## src/pegm_pkg.sv

```systemverilog
package pegm_pkg;

  // ************************************************************
  // widths
  // ************************************************************
  localparam int PEGM_ADDR_W = 6;
  localparam int PEGM_DATA_W = 32;
  localparam int PEGM_PINS = 8;

  // ************************************************************
  // register byte offsets
  // ************************************************************
  localparam logic [5:0] PEGM_OFS_PIN_DATA = 6'h00;
  localparam logic [5:0] PEGM_OFS_OUTPUT_ENABLE = 6'h04;
  localparam logic [5:0] PEGM_OFS_FUNC_ONE = 6'h08;
  localparam logic [5:0] PEGM_OFS_RSVD_0C = 6'h0C;
  localparam logic [5:0] PEGM_OFS_FUNC_THREE = 6'h10;
  localparam logic [5:0] PEGM_OFS_FUNC_FOUR = 6'h14;
  localparam logic [5:0] PEGM_OFS_FUNC_FIVE = 6'h18;
  localparam logic [5:0] PEGM_OFS_RSVD_1C = 6'h1C;
  localparam logic [5:0] PEGM_OFS_RSVD_24 = 6'h24;
  localparam logic [5:0] PEGM_OFS_OPEN_DRAIN = 6'h28;
  localparam logic [5:0] PEGM_OFS_PULL_UP = 6'h2C;
  localparam logic [5:0] PEGM_OFS_PULL_DOWN = 6'h30;
  localparam logic [5:0] PEGM_OFS_RSVD_34 = 6'h34;
  localparam logic [5:0] PEGM_OFS_INPUT_ENABLE = 6'h38;

  // ************************************************************
  // implemented-bit masks
  // ************************************************************
  localparam logic [7:0] PEGM_MASK_FULL = 8'hFF;
  localparam logic [7:0] PEGM_MASK_FUNC_ONE = 8'h7E;
  localparam logic [7:0] PEGM_MASK_FUNC_THREE = 8'hFF;
  localparam logic [7:0] PEGM_MASK_FUNC_FOUR = 8'h9B;
  localparam logic [7:0] PEGM_MASK_FUNC_FIVE = 8'h9F;

  // ************************************************************
  // field positions
  // ************************************************************
  localparam int PEGM_F1_CH0_RX = 1;
  localparam int PEGM_F1_CH0_TX = 2;
  localparam int PEGM_F1_CH0_CLK = 3;
  localparam int PEGM_F1_CH1_CLK = 4;
  localparam int PEGM_F1_CH1_TX = 5;
  localparam int PEGM_F1_CH1_RX = 6;
  localparam int PEGM_F4_IRQ_FOUR = 0;
  localparam int PEGM_F4_IRQ_FIVE = 1;
  localparam int PEGM_F4_CTS_CH0 = 3;
  localparam int PEGM_F4_CTS_CH1 = 4;
  localparam int PEGM_F4_IRQ_SIX = 7;

  // ************************************************************
  // reset values
  // ************************************************************
  localparam logic [7:0] PEGM_RST_REG = 8'h00;
  localparam logic [31:0] PEGM_RST_RDATA = 32'h00000000;

endpackage

```

## src/pegm_port.sv

```systemverilog
`timescale 1ns/1ps
// Operation
// - data at 0x00, output enable at 0x04, function one at 0x08
// - function three, four, five at 0x10, 0x14, 0x18
// - open drain 0x28, pull up 0x2C, pull down 0x30, input 0x38
// - data bits 7-0 map to pins 7-0, cleared at reset
// - output enable bit per pin, 1 drives the pin, reset clears all
// - function one bits 1-6 pick serial channel 0 and 1 lines
// - function three bit n routes pin n to address bit 16+n
// - function four picks irq four/five/six and clear-to-send inputs
module pegm_port
  import pegm_pkg::*;
#(
  parameter int PINS = pegm_pkg::PEGM_PINS
) (
  input wire logic i_clk,
  input wire logic i_rst,
  // avalon-mm slave
  input wire logic [pegm_pkg::PEGM_ADDR_W-1:0] i_avs_address,
  input wire logic i_avs_read,
  input wire logic i_avs_write,
  input wire logic [pegm_pkg::PEGM_DATA_W-1:0] i_avs_writedata,
  input wire logic [3:0] i_avs_byteenable,
  output logic [pegm_pkg::PEGM_DATA_W-1:0] o_avs_readdata,
  output logic o_avs_waitrequest,
  // pins
  input wire logic [7:0] i_pin_in,
  output logic [7:0] o_pin_out,
  output logic [7:0] o_pin_oe,
  output logic [7:0] o_pull_up,
  output logic [7:0] o_pull_down,
  output logic [7:0] o_function_five,
  // peripheral side, toward the pins
  input wire logic i_serial_ch0_transmit,
  input wire logic i_serial_ch1_transmit,
  input wire logic i_serial_ch0_clock_out,
  input wire logic i_serial_ch0_clock_oe,
  input wire logic i_serial_ch1_clock_out,
  input wire logic i_serial_ch1_clock_oe,
  input wire logic [7:0] i_ext_address,
  // peripheral side, from the pins
  output logic o_serial_ch0_receive,
  output logic o_serial_ch1_receive,
  output logic o_serial_ch0_clock_in,
  output logic o_serial_ch1_clock_in,
  output logic o_ext_irq_four,
  output logic o_ext_irq_five,
  output logic o_ext_irq_six,
  output logic o_clear_to_send_ch0,
  output logic o_clear_to_send_ch1
);

  import pegm_pkg::*;

  initial begin
    if (PINS != 8) begin
      $error("pegm_port: the pin map is fixed at eight pins");
    end
    if (PEGM_ADDR_W != 6) begin
      $error("pegm_port: the offset decode needs a six-bit address");
    end
    if (PEGM_DATA_W < 8) begin
      $error("pegm_port: the data bus must carry one full byte");
    end
  end

  // ************************************************************
  // registers
  // ************************************************************
  logic [7:0] pin_data;
  logic [7:0] output_enable;
  logic [7:0] function_select_one;
  logic [7:0] function_select_three;
  logic [7:0] function_select_four;
  logic [7:0] function_select_five;
  logic [7:0] open_drain_control;
  logic [7:0] pull_up_control;
  logic [7:0] pull_down_control;
  logic [7:0] input_enable;

  // ************************************************************
  // bus decode
  // ************************************************************
  wire req = i_avs_read | i_avs_write;
  // accept on the second cycle: waitrequest drops one cycle after request
  wire accept = req & ~o_avs_waitrequest;
  // only byte lane 0 is wired: every register lives in bits 7:0
  wire wr_en = accept & i_avs_write & i_avs_byteenable[0];
  wire [7:0] wbyte = i_avs_writedata[7:0];

  wire hit_data = (i_avs_address == PEGM_OFS_PIN_DATA);
  wire hit_oe = (i_avs_address == PEGM_OFS_OUTPUT_ENABLE);
  wire hit_f1 = (i_avs_address == PEGM_OFS_FUNC_ONE);
  wire hit_f3 = (i_avs_address == PEGM_OFS_FUNC_THREE);
  wire hit_f4 = (i_avs_address == PEGM_OFS_FUNC_FOUR);
  wire hit_f5 = (i_avs_address == PEGM_OFS_FUNC_FIVE);
  wire hit_od = (i_avs_address == PEGM_OFS_OPEN_DRAIN);
  wire hit_pu = (i_avs_address == PEGM_OFS_PULL_UP);
  wire hit_pd = (i_avs_address == PEGM_OFS_PULL_DOWN);
  wire hit_ie = (i_avs_address == PEGM_OFS_INPUT_ENABLE);

  // reserved and unmapped offsets fall through to zero, writes dropped
  wire [7:0] next_pin_data =
    (wr_en & hit_data) ? (wbyte & PEGM_MASK_FULL) : pin_data;
  wire [7:0] next_output_enable =
    (wr_en & hit_oe) ? (wbyte & PEGM_MASK_FULL) : output_enable;
  wire [7:0] next_function_select_one =
    (wr_en & hit_f1) ? (wbyte & PEGM_MASK_FUNC_ONE) :
    function_select_one;
  wire [7:0] next_function_select_three =
    (wr_en & hit_f3) ? (wbyte & PEGM_MASK_FUNC_THREE) :
    function_select_three;
  wire [7:0] next_function_select_four =
    (wr_en & hit_f4) ? (wbyte & PEGM_MASK_FUNC_FOUR) :
    function_select_four;
  wire [7:0] next_function_select_five =
    (wr_en & hit_f5) ? (wbyte & PEGM_MASK_FUNC_FIVE) :
    function_select_five;
  wire [7:0] next_open_drain_control =
    (wr_en & hit_od) ? (wbyte & PEGM_MASK_FULL) : open_drain_control;
  wire [7:0] next_pull_up_control =
    (wr_en & hit_pu) ? (wbyte & PEGM_MASK_FULL) : pull_up_control;
  wire [7:0] next_pull_down_control =
    (wr_en & hit_pd) ? (wbyte & PEGM_MASK_FULL) : pull_down_control;
  wire [7:0] next_input_enable =
    (wr_en & hit_ie) ? (wbyte & PEGM_MASK_FULL) : input_enable;

  // ************************************************************
  // pin input synchroniser
  // ************************************************************
  // the pad is asynchronous: two stages before any logic reads it
  logic [7:0] pin_sync;

  pegm_sync #(
    .WIDTH(8)
  ) u_sync (
    .i_clk(i_clk),
    .i_rst(i_rst),
    .i_async(i_pin_in),
    .o_sync(pin_sync)
  );

  // a disabled input buffer reads low, whatever the pad does
  wire [7:0] pin_level = pin_sync & input_enable;

  // ************************************************************
  // alternate function mux
  // ************************************************************
  // overlap between function registers is software's to avoid
  wire [7:0] alt_sel = function_select_one | function_select_three |
    function_select_four;
  wire [7:0] port_sel = ~alt_sel;

  wire [7:0] f1_out;
  wire [7:0] f1_en;
  // function one sources per pin; receive pins never drive
  assign f1_out[0] = 1'b0;
  assign f1_out[PEGM_F1_CH0_RX] = 1'b0;
  assign f1_out[PEGM_F1_CH0_TX] = i_serial_ch0_transmit;
  assign f1_out[PEGM_F1_CH0_CLK] = i_serial_ch0_clock_out;
  assign f1_out[PEGM_F1_CH1_CLK] = i_serial_ch1_clock_out;
  assign f1_out[PEGM_F1_CH1_TX] = i_serial_ch1_transmit;
  assign f1_out[PEGM_F1_CH1_RX] = 1'b0;
  assign f1_out[7] = 1'b0;
  assign f1_en[0] = 1'b0;
  assign f1_en[PEGM_F1_CH0_RX] = 1'b0;
  assign f1_en[PEGM_F1_CH0_TX] = 1'b1;
  assign f1_en[PEGM_F1_CH0_CLK] = i_serial_ch0_clock_oe;
  assign f1_en[PEGM_F1_CH1_CLK] = i_serial_ch1_clock_oe;
  assign f1_en[PEGM_F1_CH1_TX] = 1'b1;
  assign f1_en[PEGM_F1_CH1_RX] = 1'b0;
  assign f1_en[7] = 1'b0;

  wire [7:0] alt_out;
  wire [7:0] alt_en;
  wire [7:0] want_out;
  wire [7:0] want_en;
  wire [7:0] next_pin_out;
  wire [7:0] next_pin_oe;

  genvar gi;
  generate
    for (gi = 0; gi < 8; gi++) begin : g_pin
      // address bus wins over serial, inputs-only functions never drive
      assign alt_out[gi] = function_select_three[gi] ? i_ext_address[gi] :
        f1_out[gi];
      assign alt_en[gi] = function_select_three[gi] |
        (function_select_one[gi] & f1_en[gi]);
      assign want_out[gi] = port_sel[gi] ? pin_data[gi] : alt_out[gi];
      assign want_en[gi] = port_sel[gi] ? output_enable[gi] :
        alt_en[gi];
      // open drain only ever pulls low
      assign next_pin_out[gi] = open_drain_control[gi] ? 1'b0 :
        want_out[gi];
      assign next_pin_oe[gi] = open_drain_control[gi] ?
        (want_en[gi] & ~want_out[gi]) : want_en[gi];
    end
  endgenerate

  // ************************************************************
  // peripheral inputs
  // ************************************************************
  // deselected serial receive inputs idle high, like an undriven line
  // clocks, interrupts and clear-to-send idle low when deselected
  wire next_ch0_rx = function_select_one[PEGM_F1_CH0_RX] ?
    pin_level[1] : 1'b1;
  wire next_ch1_rx = function_select_one[PEGM_F1_CH1_RX] ?
    pin_level[6] : 1'b1;
  wire next_ch0_clk = function_select_one[PEGM_F1_CH0_CLK] ?
    pin_level[3] : 1'b0;
  wire next_ch1_clk = function_select_one[PEGM_F1_CH1_CLK] ?
    pin_level[4] : 1'b0;
  wire next_irq_four = function_select_four[PEGM_F4_IRQ_FOUR] ?
    pin_level[0] : 1'b0;
  wire next_irq_five = function_select_four[PEGM_F4_IRQ_FIVE] ?
    pin_level[1] : 1'b0;
  wire next_irq_six = function_select_four[PEGM_F4_IRQ_SIX] ?
    pin_level[7] : 1'b0;
  wire next_cts_ch0 = function_select_four[PEGM_F4_CTS_CH0] ?
    pin_level[3] : 1'b0;
  wire next_cts_ch1 = function_select_four[PEGM_F4_CTS_CH1] ?
    pin_level[4] : 1'b0;

  // ************************************************************
  // read path
  // ************************************************************
  // driven port pins read back the latch, others the pad level
  wire [7:0] port_drive = output_enable & port_sel;
  wire [7:0] data_view = (pin_data & port_drive) |
    (pin_level & ~port_drive);

  wire [7:0] rd_byte =
    hit_data ? data_view :
    hit_oe ? output_enable :
    hit_f1 ? function_select_one :
    hit_f3 ? function_select_three :
    hit_f4 ? function_select_four :
    hit_f5 ? function_select_five :
    hit_od ? open_drain_control :
    hit_pu ? pull_up_control :
    hit_pd ? pull_down_control :
    hit_ie ? input_enable :
    8'h00;

  // latched in the wait cycle so the data stand at the accept edge
  wire [31:0] next_readdata = (req & o_avs_waitrequest & i_avs_read) ?
    {24'h000000, rd_byte} : o_avs_readdata;
  wire next_waitrequest = ~(req & o_avs_waitrequest);

  // ************************************************************
  // register file
  // ************************************************************
  always_ff @(posedge i_clk) begin
    if (i_rst) begin
      pin_data <= PEGM_RST_REG;
      output_enable <= PEGM_RST_REG;
      function_select_one <= PEGM_RST_REG;
      function_select_three <= PEGM_RST_REG;
      function_select_four <= PEGM_RST_REG;
      function_select_five <= PEGM_RST_REG;
      open_drain_control <= PEGM_RST_REG;
      pull_up_control <= PEGM_RST_REG;
      pull_down_control <= PEGM_RST_REG;
      input_enable <= PEGM_RST_REG;
    end else begin
      pin_data <= next_pin_data;
      output_enable <= next_output_enable;
      function_select_one <= next_function_select_one;
      function_select_three <= next_function_select_three;
      function_select_four <= next_function_select_four;
      function_select_five <= next_function_select_five;
      open_drain_control <= next_open_drain_control;
      pull_up_control <= next_pull_up_control;
      pull_down_control <= next_pull_down_control;
      input_enable <= next_input_enable;
    end
  end

  // ************************************************************
  // bus handshake
  // ************************************************************
  // waitrequest idles high, so no request is taken in its first cycle
  always_ff @(posedge i_clk) begin
    if (i_rst) begin
      o_avs_waitrequest <= 1'b1;
      o_avs_readdata <= PEGM_RST_RDATA;
    end else begin
      o_avs_waitrequest <= next_waitrequest;
      o_avs_readdata <= next_readdata;
    end
  end

  // ************************************************************
  // registered pin and peripheral outputs
  // ************************************************************
  // one cycle of latency is traded for glitch-free pad drive
  // pull and function-five copies only leave the block for the pads
  always_ff @(posedge i_clk) begin
    if (i_rst) begin
      o_pin_out <= PEGM_RST_REG;
      o_pin_oe <= PEGM_RST_REG;
      o_pull_up <= PEGM_RST_REG;
      o_pull_down <= PEGM_RST_REG;
      o_function_five <= PEGM_RST_REG;
    end else begin
      o_pin_out <= next_pin_out;
      o_pin_oe <= next_pin_oe;
      o_pull_up <= pull_up_control;
      o_pull_down <= pull_down_control;
      o_function_five <= function_select_five;
    end
  end

  always_ff @(posedge i_clk) begin
    if (i_rst) begin
      o_serial_ch0_receive <= 1'b1;
      o_serial_ch1_receive <= 1'b1;
      o_serial_ch0_clock_in <= 1'b0;
      o_serial_ch1_clock_in <= 1'b0;
      o_ext_irq_four <= 1'b0;
      o_ext_irq_five <= 1'b0;
      o_ext_irq_six <= 1'b0;
      o_clear_to_send_ch0 <= 1'b0;
      o_clear_to_send_ch1 <= 1'b0;
    end else begin
      o_serial_ch0_receive <= next_ch0_rx;
      o_serial_ch1_receive <= next_ch1_rx;
      o_serial_ch0_clock_in <= next_ch0_clk;
      o_serial_ch1_clock_in <= next_ch1_clk;
      o_ext_irq_four <= next_irq_four;
      o_ext_irq_five <= next_irq_five;
      o_ext_irq_six <= next_irq_six;
      o_clear_to_send_ch0 <= next_cts_ch0;
      o_clear_to_send_ch1 <= next_cts_ch1;
    end
  end

endmodule // pegm_port

```

## src/pegm_sync.sv

```systemverilog
`timescale 1ns/1ps
module pegm_sync #(
  parameter int WIDTH = 8
) (
  input wire logic i_clk,
  input wire logic i_rst,
  input wire logic [WIDTH-1:0] i_async,
  output logic [WIDTH-1:0] o_sync
);

  logic [WIDTH-1:0] stage_one;

  initial begin
    if (WIDTH < 1) begin
      $error("pegm_sync: WIDTH must be at least 1");
    end
  end

  // first stage feeds only the second stage
  always_ff @(posedge i_clk) begin
    if (i_rst) begin
      stage_one <= '0;
      o_sync <= '0;
    end else begin
      stage_one <= i_async;
      o_sync <= stage_one;
    end
  end

endmodule // pegm_sync

```

## config.mk

```make
export PLATFORM = sky130hd
export DESIGN_NAME = pegm_port
export DESIGN_NICKNAME = d
export VERILOG_FILES = /design/src/pegm_pkg.sv /design/src/pegm_port.sv /design/src/pegm_sync.sv
export SDC_FILE = /design/constraint.sdc
export NUM_CORES = 1
export LEC_CHECK = 0
export ABC_AREA = 1
export BUFFER_PORTS_ARGS = -buffer_cell sky130_fd_sc_hd__buf_2
export CORE_MARGIN = 2
export CORE_UTILIZATION = 57
export CTS_CLUSTER_SIZE = 12
export DETAILED_ROUTE_END_ITERATION = 10
export MAX_ROUTING_LAYER = met4
export PLACE_DENSITY = 0.85
export SLEW_MARGIN = 20
export SYNTH_ARGS = -nofsm -noshare
export SYNTH_HDL_FRONTEND = slang
export SYNTH_SLANG_ARGS = --single-unit
export TNS_END_PERCENT = 100
```

## constraint.sdc

```tcl
create_clock -name i_clk -period 2.3 [get_ports i_clk]
set_input_delay 0.46 -clock i_clk [delete_from_list [all_inputs] [get_ports i_clk]]
set_output_delay 0.46 -clock i_clk [all_outputs]
set_load 0.02 [all_outputs]
```

* After elaboration in Yosys (flattened, before gate mapping)
Cells that the tools add are included.
** Storage, ports and cells
- Flip-flop bits (word level) :: 145
- Input bits :: 68
- Output and inout bits :: 82
** Cells by class
- Equality and inequality tests :: 9
- Multiplexer cells :: 42
- Bitwise logic cells :: 58
- Reductions and logical operators :: 18
** Operators by type and width (count)
- two-way mux 8 bit :: 10
- OR reduction 2 bit :: 17
- AND 8 bit :: 4
- two-way mux 1 bit :: 32
- AND 1 bit :: 25
- equality test 6 bit, second input constant :: 4
- inverter 1 bit :: 19
- equality test 6 x 5 -> 1 bit, second input constant :: 3
- inverter 8 bit :: 2
- OR 8 bit :: 2
- OR 7 x 8 -> 8 bit :: 1
- equality test 6 x 3 -> 1 bit, second input constant :: 1
- equality test 6 x 4 -> 1 bit, second input constant :: 1
- logical NOT 6 bit :: 1
- OR 1 bit :: 5

* Longest topological paths before layout
- Depth in word-level cells :: 11
- Mapped depth :: 12
- Depth with buffers taken out :: 12

* By module
A second synthesis with hierarchy kept.
** Second synthesis, totals
- Cell total of the unflattened synthesis :: 766
- Area total of the unflattened synthesis :: 5845.6 um^2
** Modules (own cells, without submodules)
- pegm_port :: times used 1, cells each 716, area each 5371.4 um^2, seq. area each 2582.5 um^2
- pegm_sync :: times used 1, cells each 50, area each 474.2 um^2, seq. area each 320.3 um^2

* Least setup slack after synthesis
OpenSTA, ideal clock, no wires.
- Kind :: in2reg
- Start point :: input port i_avs_address[1] in the netlist's numbering
- End point :: register output_enable[5]
- Data arrival time :: 1.384 ns
- Required time :: 2.181 ns
- Setup slack :: 0.797 ns
- Cell stages on the path :: 9
- Cell sequence :: nor2_4 nand2_2 nor2_4 nand2_4 nor2_4 inv_2 buf_6 o21ai_0 a21oi_1
** Between the ends
- Cells in the longest elaborated chain, start to end :: 2
** Ends and longest elaborated chain
- start, declared :: RTL line pegm_port.sv:19 : input wire logic [pegm_pkg::PEGM_ADDR_W-1:0] i_avs_address,
- equality test 6 x 3 -> 1 bit :: RTL line pegm_port.sv:92 : wire hit_oe = (i_avs_address == PEGM_OFS_OUTPUT_ENABLE);
- AND 1 bit :: RTL line pegm_port.sv:106 : (wr_en & hit_oe) ? (wbyte & PEGM_MASK_FULL) : output_enable;
- end signal, assigned :: RTL line pegm_port.sv:267 : output_enable <= next_output_enable;
- end, declared :: RTL line pegm_port.sv:71 : logic [7:0] output_enable;
Every way passes these cells.
A chain may end at the register's enable or synchronous reset.

* Worst setup path after layout
- Start point :: register o_avs_waitrequest
- End point :: register open_drain_control[3]
** Between the ends
- Cells in the longest elaborated chain, start to end :: 5
** Ends and longest elaborated chain
- start, declared :: RTL line pegm_port.sv:25 : output logic o_avs_waitrequest,
- start signal, assigned :: RTL line pegm_port.sv:288 : o_avs_waitrequest <= next_waitrequest;
- inverter 1 bit :: RTL line pegm_port.sv:86 : wire accept = req & ~o_avs_waitrequest;
- AND 1 bit :: RTL line pegm_port.sv:86
- AND 1 bit (2 in a row) :: RTL line pegm_port.sv:88 : wire wr_en = accept & i_avs_write & i_avs_byteenable[0];
- AND 1 bit :: RTL line pegm_port.sv:120 : (wr_en & hit_od) ? (wbyte & PEGM_MASK_FULL) : open_drain_control;
- end signal, assigned :: RTL line pegm_port.sv:272 : open_drain_control <= next_open_drain_control;
- end, declared :: RTL line pegm_port.sv:76 : logic [7:0] open_drain_control;
Every way passes these cells.

==> results_dict.tcl <==
set metrics [dict create \
    status "finished clean" \
    antenna_found_initial 0 \
    nNetsFinal 929 \
    cts_root_buf "clkbuf_8" \
    crit_path_start_kind "register" \
    htreeDepth 4 \
    first_global_vias 4842 \
    clk_latency_ps 530 \
    wl_met2_um 6840 \
    synth_most_common_cell "dfxtp_1" \
    path_depth 5 \
    period_needed_ps 1710 \
    synth_cell_types 35 \
    worstPathRequired_ps 2700 \
    cts_hold_buffers 0 \
    wl_met1_um 6030 \
    finalHoldViolations 0 \
    grt_usage_pct 27.6 \
    rsz0062_at_grt "false" \
    postCtsResizedCells 0 \
    multi_input_area_mm2 0.00231 \
    drive_above_1_share_pct 19.2 \
    internal-power_mw 4.54 \
    die_w_um 106 \
    hold_slack_ps 126 \
    postSynthCellCount 770 \
    path_class "reg2reg" \
    ant_nets 0 \
    firstDrtPassIters 8 \
    post_cts_buffers 0 \
    cts_tree "done" \
    ir_worst_vdd_uv 417 \
    io_pins 150 \
    fin_crit_sh_pct 74.4 \
    combPwrFrac_pct 4.7 \
    setup_tns_ps 0 \
    synth-async-reset-ratio_pct 0 \
    power.switching_mw 1.28 \
    n_antenna_cell 0 \
    vias_per_cell 5.32 \
    r2r_cells 5 \
    grt_overflow_total 0 \
    grt_first_pass_wirelength_um 23300 \
    grt_max_degree 59 \
    max_stage_delay_ps 470 \
    die_area_mm2 0.0111 \
    seqCellArea_mm2 0.00290 \
    slew_headroom_pct 57.7 \
    finalSetupViolCount 0 \
    synth_commonest_cells "145 x dfxtp_1, 117 x nor2_1, 100 x o21ai_0" \
    yosys.area.top_type "dfxtp_1" \
    regToRegStartpoint "o_avs_waitrequest$_SDFF_PP1_" \
    critPathSlowestCell "nand3b_2" \
    pwr-share-seq_pct 43.7 \
    ys.flop_type "dfxtp_1" \
    worst_pin_slew_ps 635 \
    syn_area_mm2 0.00588 \
    cp_cell_sequence "nand3b_2 > nor2_1 > inv_2 > o21ai_0 > a21oi_1" \
    fin_util_pct 68.5 \
    drt-total-wl_um 14900 \
    crit_path_start "o_avs_waitrequest$_SDFF_PP1_" \
    arrival_ps 2110 \
    rows 37 \
    start_util_pct 57.7 \
    drt_iter0_drc 459 \
    power_density_mw_per_mm2 835 \
    numPortBuffers 96 \
    cts.sinks 145 \
    wl_met3_um 1350 \
    clkSlewWorstSetupHoldPaths_ps 60 \
    hpwlAfterDp_um 10100 \
    clock_power_share_pct 51.6 \
    hold_class "in2reg" \
    critical_path.top_delay_family "simple AND/OR/NAND/NOR gates" \
    top_layer_used "met4" \
    fmax_mhz 584 \
    synth_edf_count 0 \
    clk_path_buf_depth 2 \
    area_growth_pct 18.6 \
    p_leak_nw 3.08 \
    cts_buffers 17 \
    drc 0 \
    synth_top_area_share_pct 49.4 \
    r2r-end "open_drain_control[3]$_SDFFE_PP0P_" \
    ys_warn_count 0 \
    worstPathBufferInverterCount 1 \
    rrSetupSlack_ps 590 \
    end_kind "register" \
    ys_seq_area_share_pct 49.4 \
    swShare_pct 21.9 \
    die_h_um 106 \
    num_vias 5377 \
    endpoint "open_drain_control[3]$_SDFFE_PP0P_" \
    slew_violations 0 \
    avgSynthCellArea_um2 7.64 \
    maxCapViolCount 0 \
    ys_seq_elements 145 \
    place_congestion 0.952 \
    synth.area.top_cells "dfxtp_1 49%, o21ai_0 8.5%, nor2_1 7.5%" \
    design.core.area_mm2 0.0102 \
    fillers 837 \
    critPathMaxFanout 16 \
    wl_per_cell_um 14.8 \
    fin_worst_skew_ps 8.35 \
]
[layout make-up]
type | count | area share [%]
Clock inverter | 12 | 2.92
Timing Repair Buffer | 101 | 7.61
Inverter | 109 | 5.87
Clock buffer | 20 | 6.39
Multi-Input combinational cell | 487 | 33.1
Sequential cell | 145 | 41.6
Tap cell | 136 | 2.44
[worst reg2reg max path, delay by kind of cell (launching register included)]
kind | cells | cell delay [ps]
simple gates | 2 | 720
compound gates | 2 | 380
flops | 1 | 310
buf+inv | 1 | 170
[through the flow]
stage	area (um2)	std cells	setup WS, ps	total power [mW]
final	6970	1010	588	5.82
after global routing	6970	1010	387	5.97
after CTS	6970	1010	614	5.82
after detailed placement	6320	978	435	2.86
after global placement	6320	978	469	2.86
after floorplan	5970	795	797	2.80
[cell usage in the layout, fill, tap and decap left out, drive strengths merged]
master and instances:
a211oi 2, a21oi 77, a221oi 1, a22oi 3
a31oi 1, buf 101, bufinv 5, clkbuf 20
clkinv 3, clkinvlp 3, conb 26, dfxtp 145
inv 110, mux2i 2, nand2 89, nand3 18
nand3b 1, nand4 11, nor2 128, nor3 16
nor4 1, o211ai 2, o21a 4, o21ai 102
o21bai 1, o22ai 2
[registers in the layout (all words and copies together) (netlist names), 8 cells and up]
name                   cells
pull_down_control          8
o_avs_readdata             8
o_pull_up                  8
o_pin_oe                   8
pin_data                   8
u_sync.stage_one           8
pull_up_control            8
function_select_three      8
input_enable               8
u_sync.o_sync              8
open_drain_control         8
o_pin_out                  8
o_pull_down                8
output_enable              8
[how the worst min path moves through the flow]
stage	startpoint	end	slack (ps)	depth (start not counted)
after floorplan	function_select_one[1]$_SDFFE_PP0P_	o_serial_ch0_receive$_SDFF_PP1_	380	1
after global placement	u_sync.stage_one[4]$_SDFF_PP0_	u_sync.o_sync[4]$_SDFF_PP0_	390	2
after detailed placement	u_sync.stage_one[1]$_SDFF_PP0_	u_sync.o_sync[1]$_SDFF_PP0_	390	2
after CTS	i_pin_in[6]	u_sync.stage_one[6]$_SDFF_PP0_	130	3
after global routing	i_pin_in[3]	u_sync.stage_one[3]$_SDFF_PP0_	130	3
final	i_pin_in[6]	u_sync.stage_one[6]$_SDFF_PP0_	130	3
[layer usage]
layer / global-route usage (%) / vias to the layer above
li1: - / 2613
met1: 34.1 / 2436
met2: 42.5 / 271
met3: 6.31 / 57
met4: 14.0 / 0
met5: - / -
[kinds of logic (layout without fill, tap and decap cells)]
logic type / count (synthesis) / count (layout) / share of synthesized area (%)
other cells: 1 / 26 / 0.0638
mux: 2 / 2 / 0.341
flops: 145 / 145 / 49.4
simple gates: 264 / 264 / 20.0
compound gates: 195 / 195 / 17.3
buf+inv: 163 / 242 / 12.9
[power by group through the flow]
stage	combinational (mW)	sequential [mW]	clock [mW]
CTS	0.269	2.54	3.00
global placement	0.259	2.60	0
finish	0.272	2.54	3.01
detailed placement	0.265	2.60	0
global route	0.298	2.54	3.13
floorplan	0.196	2.61	0
Note: power is estimated with default switching activity, not from simulation.
